### config.mk
export PLATFORM = sky130hd
export DESIGN_NAME = adc_mux_result_clock_ctrl
export DESIGN_NICKNAME = d
export VERILOG_FILES = /design/src/hw/adc_ctrl_pkg.sv /design/src/hw/adc_mux_result_clock_ctrl.sv
export VERILOG_INCLUDE_DIRS = /design/src /design/src/hw
export SDC_FILE = /design/constraint.sdc
export NUM_CORES = 1
export LEC_CHECK = 0
export ABC_AREA = 1
export ABC_CLOCK_PERIOD_IN_PS = 1600
export BUFFER_PORTS_ARGS = -buffer_cell sky130_fd_sc_hd__clkbuf_2
export CORE_ASPECT_RATIO = 1.5
export CORE_MARGIN = 3
export CORE_UTILIZATION = 45
export CTS_BUF_LIST = sky130_fd_sc_hd__clkbuf_8
export CTS_CLUSTER_DIAMETER = 30
export CTS_CLUSTER_SIZE = 20
export DETAILED_ROUTE_END_ITERATION = 16
export GPL_TIMING_DRIVEN = 0
export PLACE_DENSITY = 0.73
export SKIP_CTS_REPAIR_TIMING = 1
export SLEW_MARGIN = 20
export SYNTH_ARGS = -nofsm -noshare
export SYNTH_HDL_FRONTEND = slang
export SYNTH_SLANG_ARGS = --single-unit
### constraint.sdc
create_clock -name aclk -period 1.6 [get_ports aclk]
set_input_delay 0.08 -clock aclk [delete_from_list [all_inputs] [get_ports aclk]]
set_output_delay 0.08 -clock aclk [all_outputs]
set_load 0.005 [all_outputs]
### src/hw/adc_ctrl_cfg.svh
// Offsets, field positions, reset values and codes for the converter control block.
`ifndef ADC_CTRL_CFG_SVH
`define ADC_CTRL_CFG_SVH

`define OFS_STATUS_CTRL   8'h00
`define OFS_RESULT_HIGH   8'h04
`define OFS_RESULT_LOW    8'h08
`define OFS_CLOCK_CFG     8'h0c

`define SCR_COCO_BIT      7
`define SCR_CONT_BIT      5
`define SCR_CHAN_MSB      4
`define SCR_CHAN_LSB      0
`define SCR_CHAN_RESET    5'h1f

`define CCR_DIV_MSB       7
`define CCR_DIV_LSB       5
`define CCR_CLKSEL_BIT    4
`define CCR_MODE_MSB      3
`define CCR_MODE_LSB      2
`define CCR_DIV_RESET     3'h0
`define CCR_CLKSEL_RESET  1'b0

`define CHAN_PIN_COUNT    7
`define CHAN_HIGH_REF     5'h1d
`define CHAN_GROUND       5'h1e
`define CHAN_POWER_OFF    5'h1f

`define RESP_OKAY         2'h0
`define RESP_SLVERR       2'h2

`endif

### src/hw/adc_ctrl_pkg.sv
// Types shared by the converter control block.
package adc_ctrl_pkg;
   typedef enum logic [1:0] {
      JUST_TRUNC8  = 2'b00,
      JUST_RIGHT   = 2'b01,
      JUST_LEFT    = 2'b10,
      JUST_SIGNED  = 2'b11
   } justify_t;

   typedef enum logic [0:0] {
      CONV_IDLE = 1'b0,
      CONV_BUSY = 1'b1
   } conv_state_t;
endpackage : adc_ctrl_pkg

### src/hw/adc_mux_result_clock_ctrl.sv
// Converter control: channel decode, result placement, clock prescaler, AXI4-Lite registers.
// Behaviour
// RULE1: codes 0-6 pins, 1d high ref, 1e ground
// RULE2: unused codes give undefined conversion results
// RULE3: software never selects factory code 11011
// RULE4: all-ones channel code powers converter off
// RULE5: software discards first result after power-up
// RULE6: left mode: high holds upper eight bits
// RULE7: left mode: low holds two bits, zeros
// RULE8: right mode: high holds two bits, zeros
// RULE9: right mode: low holds lower eight bits
// RULE10: truncation: low holds upper eight, no lock
// RULE11: high read freezes low until low read
// RULE12: signed mode is left with msb inverted
// RULE13: prescaler divides by 1,2,4,8 or 16
// RULE14: software keeps converter clock 500k-1MHz
// RULE15: select one is bus, zero external
// RULE16: reset selects external reference clock
// RULE17: external reference only when at least 1MHz
// RULE18: justify codes trunc, right, left, signed
// RULE19: reset selects right justified placement
// RULE20: status write aborts and restarts conversion
// RULE21: both result registers load in one cycle
//
// Implementation choices: the register addresses and the AXI4-Lite interface to the registers.
`include "adc_ctrl_cfg.svh"
`timescale 1ns/1ns
`default_nettype none

module adc_mux_result_clock_ctrl #(
   parameter int ADDR_W = 8
) (
   // Clock and reset
   input  wire logic              aclk,
   input  wire logic              aresetn,
   // AXI4-Lite write channels
   input  wire logic [ADDR_W-1:0] awaddr,
   input  wire logic              awvalid,
   output var  logic              awready,
   input  wire logic [31:0]       wdata,
   input  wire logic [3:0]        wstrb,
   input  wire logic              wvalid,
   output var  logic              wready,
   output var  logic [1:0]        bresp,
   output var  logic              bvalid,
   input  wire logic              bready,
   // AXI4-Lite read channels
   input  wire logic [ADDR_W-1:0] araddr,
   input  wire logic              arvalid,
   output var  logic              arready,
   output var  logic [31:0]       rdata,
   output var  logic [1:0]        rresp,
   output var  logic              rvalid,
   input  wire logic              rready,
   // Clock source
   input  wire logic              external_ref_clock,
   // Analog core
   output var  logic [6:0]        chan_pin_sel,
   output var  logic              high_ref_sel,
   output var  logic              ground_sel,
   output var  logic              conv_power,
   output var  logic              conv_start,
   output var  logic              conv_clk_tick,
   input  wire logic              conv_done,
   input  wire logic [9:0]        conv_result
);

   logic [ADDR_W-1:0] aw_addr_r;
   logic              aw_have_r;
   logic [7:0]        w_data_r;
   logic              w_lane_r;
   logic              w_have_r;
   logic [4:0]        chan_r;
   logic              cont_r;
   logic              coco_r;
   logic [2:0]        div_r;
   logic              clk_sel_r;
   logic [1:0]        mode_r;
   logic              lock_r;
   logic [7:0]        result_high_r;
   logic [7:0]        result_low_r;
   logic              ext_q_r;
   logic [3:0]        div_cnt_r;
   adc_ctrl_pkg::conv_state_t state_r;

   // Write path: address and data are captured independently in either order.
   wire aw_hs   = awvalid & awready;
   wire w_hs    = wvalid & wready;
   wire do_wr   = aw_have_r & w_have_r & ~bvalid;
   wire [ADDR_W-1:0] wofs = {aw_addr_r[ADDR_W-1:2], 2'b00};
   wire wr_scr  = do_wr & (wofs == `OFS_STATUS_CTRL) & w_lane_r;
   wire wr_ccr  = do_wr & (wofs == `OFS_CLOCK_CFG) & w_lane_r;
   wire wr_hit  = (wofs == `OFS_STATUS_CTRL) | (wofs == `OFS_RESULT_HIGH) |
                  (wofs == `OFS_RESULT_LOW) | (wofs == `OFS_CLOCK_CFG);
   wire aw_have_nxt = (aw_have_r | aw_hs) & ~do_wr;
   wire w_have_nxt  = (w_have_r | w_hs) & ~do_wr;
   wire bvalid_nxt  = do_wr | (bvalid & ~bready);

   // Read path: one outstanding read, answered the cycle after the address is taken.
   wire ar_hs   = arvalid & arready;
   wire [ADDR_W-1:0] rofs = {araddr[ADDR_W-1:2], 2'b00};
   wire rd_scr  = (rofs == `OFS_STATUS_CTRL);
   wire rd_high = (rofs == `OFS_RESULT_HIGH);
   wire rd_low  = (rofs == `OFS_RESULT_LOW);
   wire rd_ccr  = (rofs == `OFS_CLOCK_CFG);
   wire rd_hit  = rd_scr | rd_high | rd_low | rd_ccr;
   wire rvalid_nxt = ar_hs | (rvalid & ~rready);
   wire [7:0] scr_val = {coco_r, 1'b0, cont_r, chan_r};
   wire [7:0] ccr_val = {div_r, clk_sel_r, mode_r, 2'b00};
   wire [7:0] rd_byte = rd_scr  ? scr_val :
                        rd_high ? result_high_r :
                        rd_low  ? result_low_r :
                        rd_ccr  ? ccr_val : 8'h00;

   always_ff @(posedge aclk) begin
      if (!aresetn) begin
         aw_have_r <= 1'b0;
         w_have_r  <= 1'b0;
         aw_addr_r <= '0;
         w_data_r  <= 8'h00;
         w_lane_r  <= 1'b0;
         awready   <= 1'b0;
         wready    <= 1'b0;
         bvalid    <= 1'b0;
         bresp     <= `RESP_OKAY;
         arready   <= 1'b0;
         rvalid    <= 1'b0;
         rdata     <= 32'h0000_0000;
         rresp     <= `RESP_OKAY;
      end else begin
         aw_have_r <= aw_have_nxt;
         w_have_r  <= w_have_nxt;
         awready   <= ~aw_have_nxt & ~bvalid_nxt;
         wready    <= ~w_have_nxt & ~bvalid_nxt;
         bvalid    <= bvalid_nxt;
         arready   <= ~rvalid_nxt;
         rvalid    <= rvalid_nxt;
         if (aw_hs) begin
            aw_addr_r <= awaddr;
         end
         if (w_hs) begin
            w_data_r <= wdata[7:0];
            w_lane_r <= wstrb[0];
         end
         if (do_wr) begin
            bresp <= wr_hit ? `RESP_OKAY : `RESP_SLVERR;
         end
         if (ar_hs) begin
            rdata <= {24'h00_0000, rd_byte};
            rresp <= rd_hit ? `RESP_OKAY : `RESP_SLVERR;
         end
      end
   end

   // Result formatting for the four placements.
   wire locked   = lock_r & (mode_r != adc_ctrl_pkg::JUST_TRUNC8);
   wire busy     = (state_r == adc_ctrl_pkg::CONV_BUSY);
   wire finish   = conv_done & busy & conv_power;
   // RULE11: discard while frozen
   wire take     = finish & ~locked;
   wire powered  = (chan_r != `CHAN_POWER_OFF);
   wire rd_data  = ar_hs & (rd_high | rd_low);
   wire [7:0] fmt_high;
   wire [7:0] fmt_low;
   // RULE6: left placement
   // RULE8: right placement
   // RULE12: signed msb inverted
   assign fmt_high = (mode_r == adc_ctrl_pkg::JUST_RIGHT)  ? {6'h00, conv_result[9:8]} :
                     (mode_r == adc_ctrl_pkg::JUST_LEFT)   ? conv_result[9:2] :
                     (mode_r == adc_ctrl_pkg::JUST_SIGNED) ? {~conv_result[9], conv_result[8:2]} :
                     8'h00;
   // RULE7: left low bits
   // RULE9: right low byte
   // RULE10: truncated upper bits
   assign fmt_low  = (mode_r == adc_ctrl_pkg::JUST_RIGHT)  ? conv_result[7:0] :
                     (mode_r == adc_ctrl_pkg::JUST_TRUNC8) ? conv_result[9:2] :
                     {conv_result[1:0], 6'h00};

   // Software registers and conversion sequencing.
   always_ff @(posedge aclk) begin
      if (!aresetn) begin
         chan_r        <= `SCR_CHAN_RESET;
         cont_r        <= 1'b0;
         coco_r        <= 1'b0;
         div_r         <= `CCR_DIV_RESET;
         // RULE16: external source default
         clk_sel_r     <= `CCR_CLKSEL_RESET;
         // RULE19: right justified default
         mode_r        <= adc_ctrl_pkg::JUST_RIGHT;
         lock_r        <= 1'b0;
         result_high_r <= 8'h00;
         result_low_r  <= 8'h00;
         state_r       <= adc_ctrl_pkg::CONV_IDLE;
         conv_start    <= 1'b0;
      end else begin
         conv_start <= 1'b0;
         if (wr_scr) begin
            chan_r <= w_data_r[`SCR_CHAN_MSB:`SCR_CHAN_LSB];
            cont_r <= w_data_r[`SCR_CONT_BIT];
         end
         if (wr_ccr) begin
            div_r     <= w_data_r[`CCR_DIV_MSB:`CCR_DIV_LSB];
            // RULE15: clock source bit
            clk_sel_r <= w_data_r[`CCR_CLKSEL_BIT];
            // RULE18: justify field decode
            mode_r    <= w_data_r[`CCR_MODE_MSB:`CCR_MODE_LSB];
         end
         // A completion in the same cycle as a clearing access still sets the flag.
         if (take) begin
            coco_r <= 1'b1;
         end else if (wr_scr | rd_data) begin
            coco_r <= 1'b0;
         end
         // RULE11: high read freezes
         if (ar_hs & rd_low) begin
            lock_r <= 1'b0;
         end else if (ar_hs & rd_high) begin
            lock_r <= 1'b1;
         end
         // RULE21: joint result load
         if (take) begin
            result_high_r <= fmt_high;
            result_low_r  <= fmt_low;
         end
         // RULE20: write restarts conversion
         if (wr_scr) begin
            if (w_data_r[`SCR_CHAN_MSB:`SCR_CHAN_LSB] != `CHAN_POWER_OFF) begin
               state_r    <= adc_ctrl_pkg::CONV_BUSY;
               conv_start <= 1'b1;
            end else begin
               state_r <= adc_ctrl_pkg::CONV_IDLE;
            end
         end else begin
            case (state_r)
               adc_ctrl_pkg::CONV_IDLE: begin
                  state_r <= adc_ctrl_pkg::CONV_IDLE;
               end
               adc_ctrl_pkg::CONV_BUSY: begin
                  if (finish & ~cont_r) begin
                     state_r <= adc_ctrl_pkg::CONV_IDLE;
                  end else if (finish) begin
                     conv_start <= 1'b1;
                  end
               end
               default: begin
                  state_r <= adc_ctrl_pkg::CONV_IDLE;
               end
            endcase
         end
      end
   end

   // Channel decode; codes with no entry route nothing, so their results carry no meaning.
   // RULE1: pin select decode
   genvar gi;
   generate
      for (gi = 0; gi < `CHAN_PIN_COUNT; gi = gi + 1) begin : g_pin
         wire hit = (chan_r == 5'(gi));
         always_ff @(posedge aclk) begin
            if (!aresetn) begin
               chan_pin_sel[gi] <= 1'b0;
            end else begin
               chan_pin_sel[gi] <= hit;
            end
         end
      end
   endgenerate

   // RULE1: reference channels
   // RULE2: unused codes unrouted
   // RULE4: power off code
   always_ff @(posedge aclk) begin
      if (!aresetn) begin
         high_ref_sel <= 1'b0;
         ground_sel   <= 1'b0;
         conv_power   <= 1'b0;
      end else begin
         high_ref_sel <= (chan_r == `CHAN_HIGH_REF);
         ground_sel   <= (chan_r == `CHAN_GROUND);
         conv_power   <= powered;
      end
   end

   // Prescaler. The external reference is sampled on aclk, so it must stay well below aclk/2.
   wire ext_rise = external_ref_clock & ~ext_q_r;
   wire src_tick = clk_sel_r ? 1'b1 : ext_rise;
   // RULE13: divide ratio decode
   wire [3:0] div_last = div_r[2]        ? 4'hf :
                         (div_r == 3'h3) ? 4'h7 :
                         (div_r == 3'h2) ? 4'h3 :
                         (div_r == 3'h1) ? 4'h1 : 4'h0;
   wire div_wrap = src_tick & (div_cnt_r >= div_last);

   always_ff @(posedge aclk) begin
      if (!aresetn) begin
         ext_q_r       <= 1'b0;
         div_cnt_r     <= 4'h0;
         conv_clk_tick <= 1'b0;
      end else begin
         ext_q_r <= external_ref_clock;
         // RULE4: no clock when off
         if (!powered) begin
            div_cnt_r <= 4'h0;
         end else if (div_wrap) begin
            div_cnt_r <= 4'h0;
         end else if (src_tick) begin
            div_cnt_r <= div_cnt_r + 4'h1;
         end
         conv_clk_tick <= powered & div_wrap;
      end
   end

   // RULE5: first result after power-up is left to software to discard.

   // Checks.
   // RULE4: off means idle
   a_power_off_idle: assert property (@(posedge aclk) disable iff (!aresetn)
      (chan_r == `CHAN_POWER_OFF) |=> (!conv_power && !conv_clk_tick))
      else $error("converter active while powered off");
   // RULE1: pin routing
   a_pin_route: assert property (@(posedge aclk) disable iff (!aresetn)
      (chan_r < 5'h07) |=> (chan_pin_sel == 7'(8'h01 << $past(chan_r))))
      else $error("pin select does not follow channel code");
   a_left_high: assert property (@(posedge aclk) disable iff (!aresetn) // RULE6
      (take && mode_r == adc_ctrl_pkg::JUST_LEFT) |=> (result_high_r == $past(conv_result[9:2])))
      else $error("left high byte wrong");
   a_left_low_zero: assert property (@(posedge aclk) disable iff (!aresetn) // RULE7
      (take && mode_r == adc_ctrl_pkg::JUST_LEFT) |=> (result_low_r == {$past(conv_result[1:0]), 6'h00}))
      else $error("left low byte wrong");
   a_right_high: assert property (@(posedge aclk) disable iff (!aresetn) // RULE8
      (take && mode_r == adc_ctrl_pkg::JUST_RIGHT) |=> (result_high_r == {6'h00, $past(conv_result[9:8])}))
      else $error("right high byte wrong");
   a_right_low: assert property (@(posedge aclk) disable iff (!aresetn) // RULE9
      (take && mode_r == adc_ctrl_pkg::JUST_RIGHT) |=> (result_low_r == $past(conv_result[7:0])))
      else $error("right low byte wrong");
   a_trunc_low: assert property (@(posedge aclk) disable iff (!aresetn) // RULE10
      (finish && mode_r == adc_ctrl_pkg::JUST_TRUNC8) |=> (result_low_r == $past(conv_result[9:2])))
      else $error("truncated result not stored");
   a_lock_freeze: assert property (@(posedge aclk) disable iff (!aresetn) // RULE11
      (lock_r && mode_r != adc_ctrl_pkg::JUST_TRUNC8) |=> $stable(result_low_r))
      else $error("low result changed while frozen");
   a_signed_msb: assert property (@(posedge aclk) disable iff (!aresetn) // RULE12
      (take && mode_r == adc_ctrl_pkg::JUST_SIGNED) |=> (result_high_r[7] != $past(conv_result[9])))
      else $error("signed msb not inverted");
   a_div_gap: assert property (@(posedge aclk) disable iff (!aresetn) // RULE13
      (conv_clk_tick && div_r != 3'h0 && $stable(div_r)) |=> !conv_clk_tick)
      else $error("converter clock faster than divide ratio");
   a_reset_defaults: assert property (@(posedge aclk) // RULE16
      $rose(aresetn) |-> (!clk_sel_r && mode_r == adc_ctrl_pkg::JUST_RIGHT))
      else $error("clock select or mode wrong after reset");
   a_write_restart: assert property (@(posedge aclk) disable iff (!aresetn) // RULE20
      (wr_scr && w_data_r[4:0] != `CHAN_POWER_OFF) |=> (conv_start && busy))
      else $error("status write did not start conversion");
   a_joint_load: assert property (@(posedge aclk) disable iff (!aresetn) // RULE21
      ($changed(result_high_r) || $changed(result_low_r)) |-> $past(take))
      else $error("result registers loaded outside a completion");

   c_left_take: cover property (@(posedge aclk) take && mode_r == adc_ctrl_pkg::JUST_LEFT);
   c_locked_drop: cover property (@(posedge aclk) finish && locked);
   c_div16_tick: cover property (@(posedge aclk) conv_clk_tick && div_r[2]);
   c_cont_restart: cover property (@(posedge aclk) finish && cont_r ##1 conv_start);

endmodule : adc_mux_result_clock_ctrl

`default_nettype wire

==> results.txt <==
status = finished with violations
failing checks = negative hold slack
initial antenna violation count = 0
commonest non-fill, non-tap cell in the layout = dfxtp_1
area grow syn2layout = 22.62%
Pwr Density = 886.9 mW/mm²
Net count, final = 662
Worst R2R Path Depth = 9
max-cap viol count = 0
IR drop worst, VDD = 0.0005022 V
CP Data Required Time = 1.86 ns
first-pass GRT wire length = 14.21 mm
die area = 0.009225 mm²
worst endpoint data arrival time = 1.71 ns
Min-Delay Path Class = in -> reg
FP Rows = 39
maximum clock rate = 690.7 MHz
WL final = 8.718 mm
Yosys cell types = 39
Post-DRT Antenna Nets = 0
RSZ-0062 raised after global routing = false
depth of the CTS H-tree = 3
Post-Synthesis Cells = 477
most frequent cells in the layout = 80 x dfxtp_1, 66 x clkbuf_2, 64 x nand2_1, 64 x nor2_1, 44 x o21ai_0
cell count of the worst hold path = 3
CTS buffer count = 9
Clock Latency Late Sink = 0.36 ns
Leak = 2.086 nW
critical path startpoint category = flop
# port buffers = 66
n_diodes = 0
Rel. slew slack = 0.6168
worst hold slack = -0.02584 ns
Fill cells = 744
gr usage total = 0.1976
routed vias = 3321
CTS tree = done
post-synthesis area per instance = 7.630 µm²
Die Ht = 116.1 µm
worst-margin pin slew = 0.5748 ns
Post-Layout Cell Count = 693
TritonCTS Sinks = 80
die width = 79.43 µm
setup violators final = 0
period utilization = 0.9048
synth warn = 0
Tmin final = 1.448 ns
sequential share of the synthesized area = 0.4400
CP Capture Type = flop
routed vias/inst = 4.792
DR WL/cell = 12.58 µm
Ports = 124
Final Hold Vio Count = 7
Slew Limit Fails = 0
Synth Register Bits = 80
Clk pin slew, worst setup/hold paths = 0.08 ns
Final Skew = 0.01342 ns
TritonRoute pass-1 iters = 4
remaining global-route overflow = 0
critical-path maximum fanout = 4
Synth Cell Area = 0.003640 mm²
setup TNS = 0 ns
hpwl dp = 6.812 mm
largest net degree at the start of global routing = 15
Root Buffer = clkbuf_8
initial DRC count = 191
core area = 0.007759 mm²
DRC viols = 0
layout cells sized above 1 = 0.2386
total placed cells including tap cells = 670
worst setup path class = reg -> reg
maximum root-to-sink buffer count = 2
GP Congestion = 0.8830
vias in the first global route = 3092
Initial Util = 0.4691
==> report_power, final <==
part,leakage [nW],switching (mW),internal [mW]
Sequential,0.650,0.0327,2.05
Combinational,1.35,0.221,0.173
Clock,0.0893,0.764,0.719
==> worst paths after layout <==
check | slack [ns] | start | end
worst max-delay path | 0.15 | div_r[1] | div_cnt_r[2]
worst min-delay path | -0.03 | awaddr[6] | aw_addr_r[6]
worst max register to register | 0.15 | div_r[1] | div_cnt_r[2]
worst min register to register | 0.46 | w_have_r | wready
==> synth_stat cells, drive strengths merged <==
| library cell | count | share of area |
|---|---|---|
| nor4 | 2 | 0.0034 |
| buf | 34 | 0.073 |
| nand2 | 69 | 0.079 |
| and3 | 1 | 0.0021 |
| nand3 | 39 | 0.058 |
| clkbuf | 6 | 0.0062 |
| dfxtp | 80 | 0.44 |
| o211ai | 7 | 0.014 |
| ha | 5 | 0.017 |
| xor2 | 2 | 0.0048 |
| a21oi | 38 | 0.055 |
| inv | 48 | 0.052 |
| conb | 1 | 0.0010 |
| a22oi | 3 | 0.0062 |
| o22ai | 4 | 0.0069 |
| nand3b | 2 | 0.0041 |
| xnor2 | 1 | 0.0024 |
| o21bai | 1 | 0.0021 |
| nor3 | 10 | 0.014 |
| o21ai | 46 | 0.063 |
| o21a | 1 | 0.0021 |
| nand4 | 5 | 0.0086 |
| nor2 | 71 | 0.083 |
| clkinv | 1 | 0.0014 |
==> critical path, cell delays in order (launching register included) <==
cell and delay (ns):
dfxtp_1 0.44, nor2_2 0.08, ha_1 0.30, inv_1 0.04
o21bai_1 0.11, nand3_1 0.07, nand3_1 0.07, nand2_1 0.07
nand2_2 0.12, nor2_1 0.05
==> metal layers <==
| metal | track usage | routed length [µm] | up-vias |
|---|---|---|---|
| met4 | 0.1009 | 255 | 0 |
| met1 | 0.2222 | 3525 | 1469 |
| li1 | - | - | 1741 |
| met3 | 0.03549 | 401 | 17 |
| met2 | 0.3536 | 4535 | 94 |
| met5 | 0 | 0 | - |
==> kinds of logic after synthesis <==
group	count (synthesis)	share of synthesized area
adder cells (fa/ha/maj)	5	0.01719
AO/OA/AOI/OAI	100	0.1502
other	1	0.001030
flip-flops	80	0.4400
AND/OR/NAND/NOR	199	0.2516
XOR/XNOR	3	0.007220
buffers and inverters	89	0.1327
==> registers in the layout, summed over array words and instances (netlist names), 2 cells and up <==
name and cells:
div_cnt_r 4, div_r 3, mode_r 2, aw_addr_r 6
rdata 8, w_data_r 8, chan_pin_sel 7, chan_r 5
result_low_r 8, result_high_r 8
==> through the flow <==
step | power [mW] | setup slack (ns) | util | instance area [µm²]
floorplan | 2.365 | 0.3238 | - | 3734
global placement | 2.499 | 0.1028 | 0.5402 | 4192
detailed placement | 2.508 | 0.08212 | 0.5402 | 4192
CTS | 3.968 | 0.06997 | 0.5656 | 4388
finish | 3.958 | 0.1523 | 0.5752 | 4463
global route | 4.137 | 0.01420 | 0.5752 | 4463
==> final cells by class <==
type	instances	area (µm²)	share of cell area
Sequential cell	80	1602	0.3588
Buffer	40	287.8	0.06448
Clock inverter	7	72.57	0.01626
Timing Repair Buffer	73	400.4	0.08971
Multi-Input combinational cell	333	1654	0.3706
Clock buffer	9	123.9	0.02775
Tap cell	102	127.6	0.02860
Inverter	49	195.2	0.04373
No activity file was read; power rests on OpenSTA's default activity.
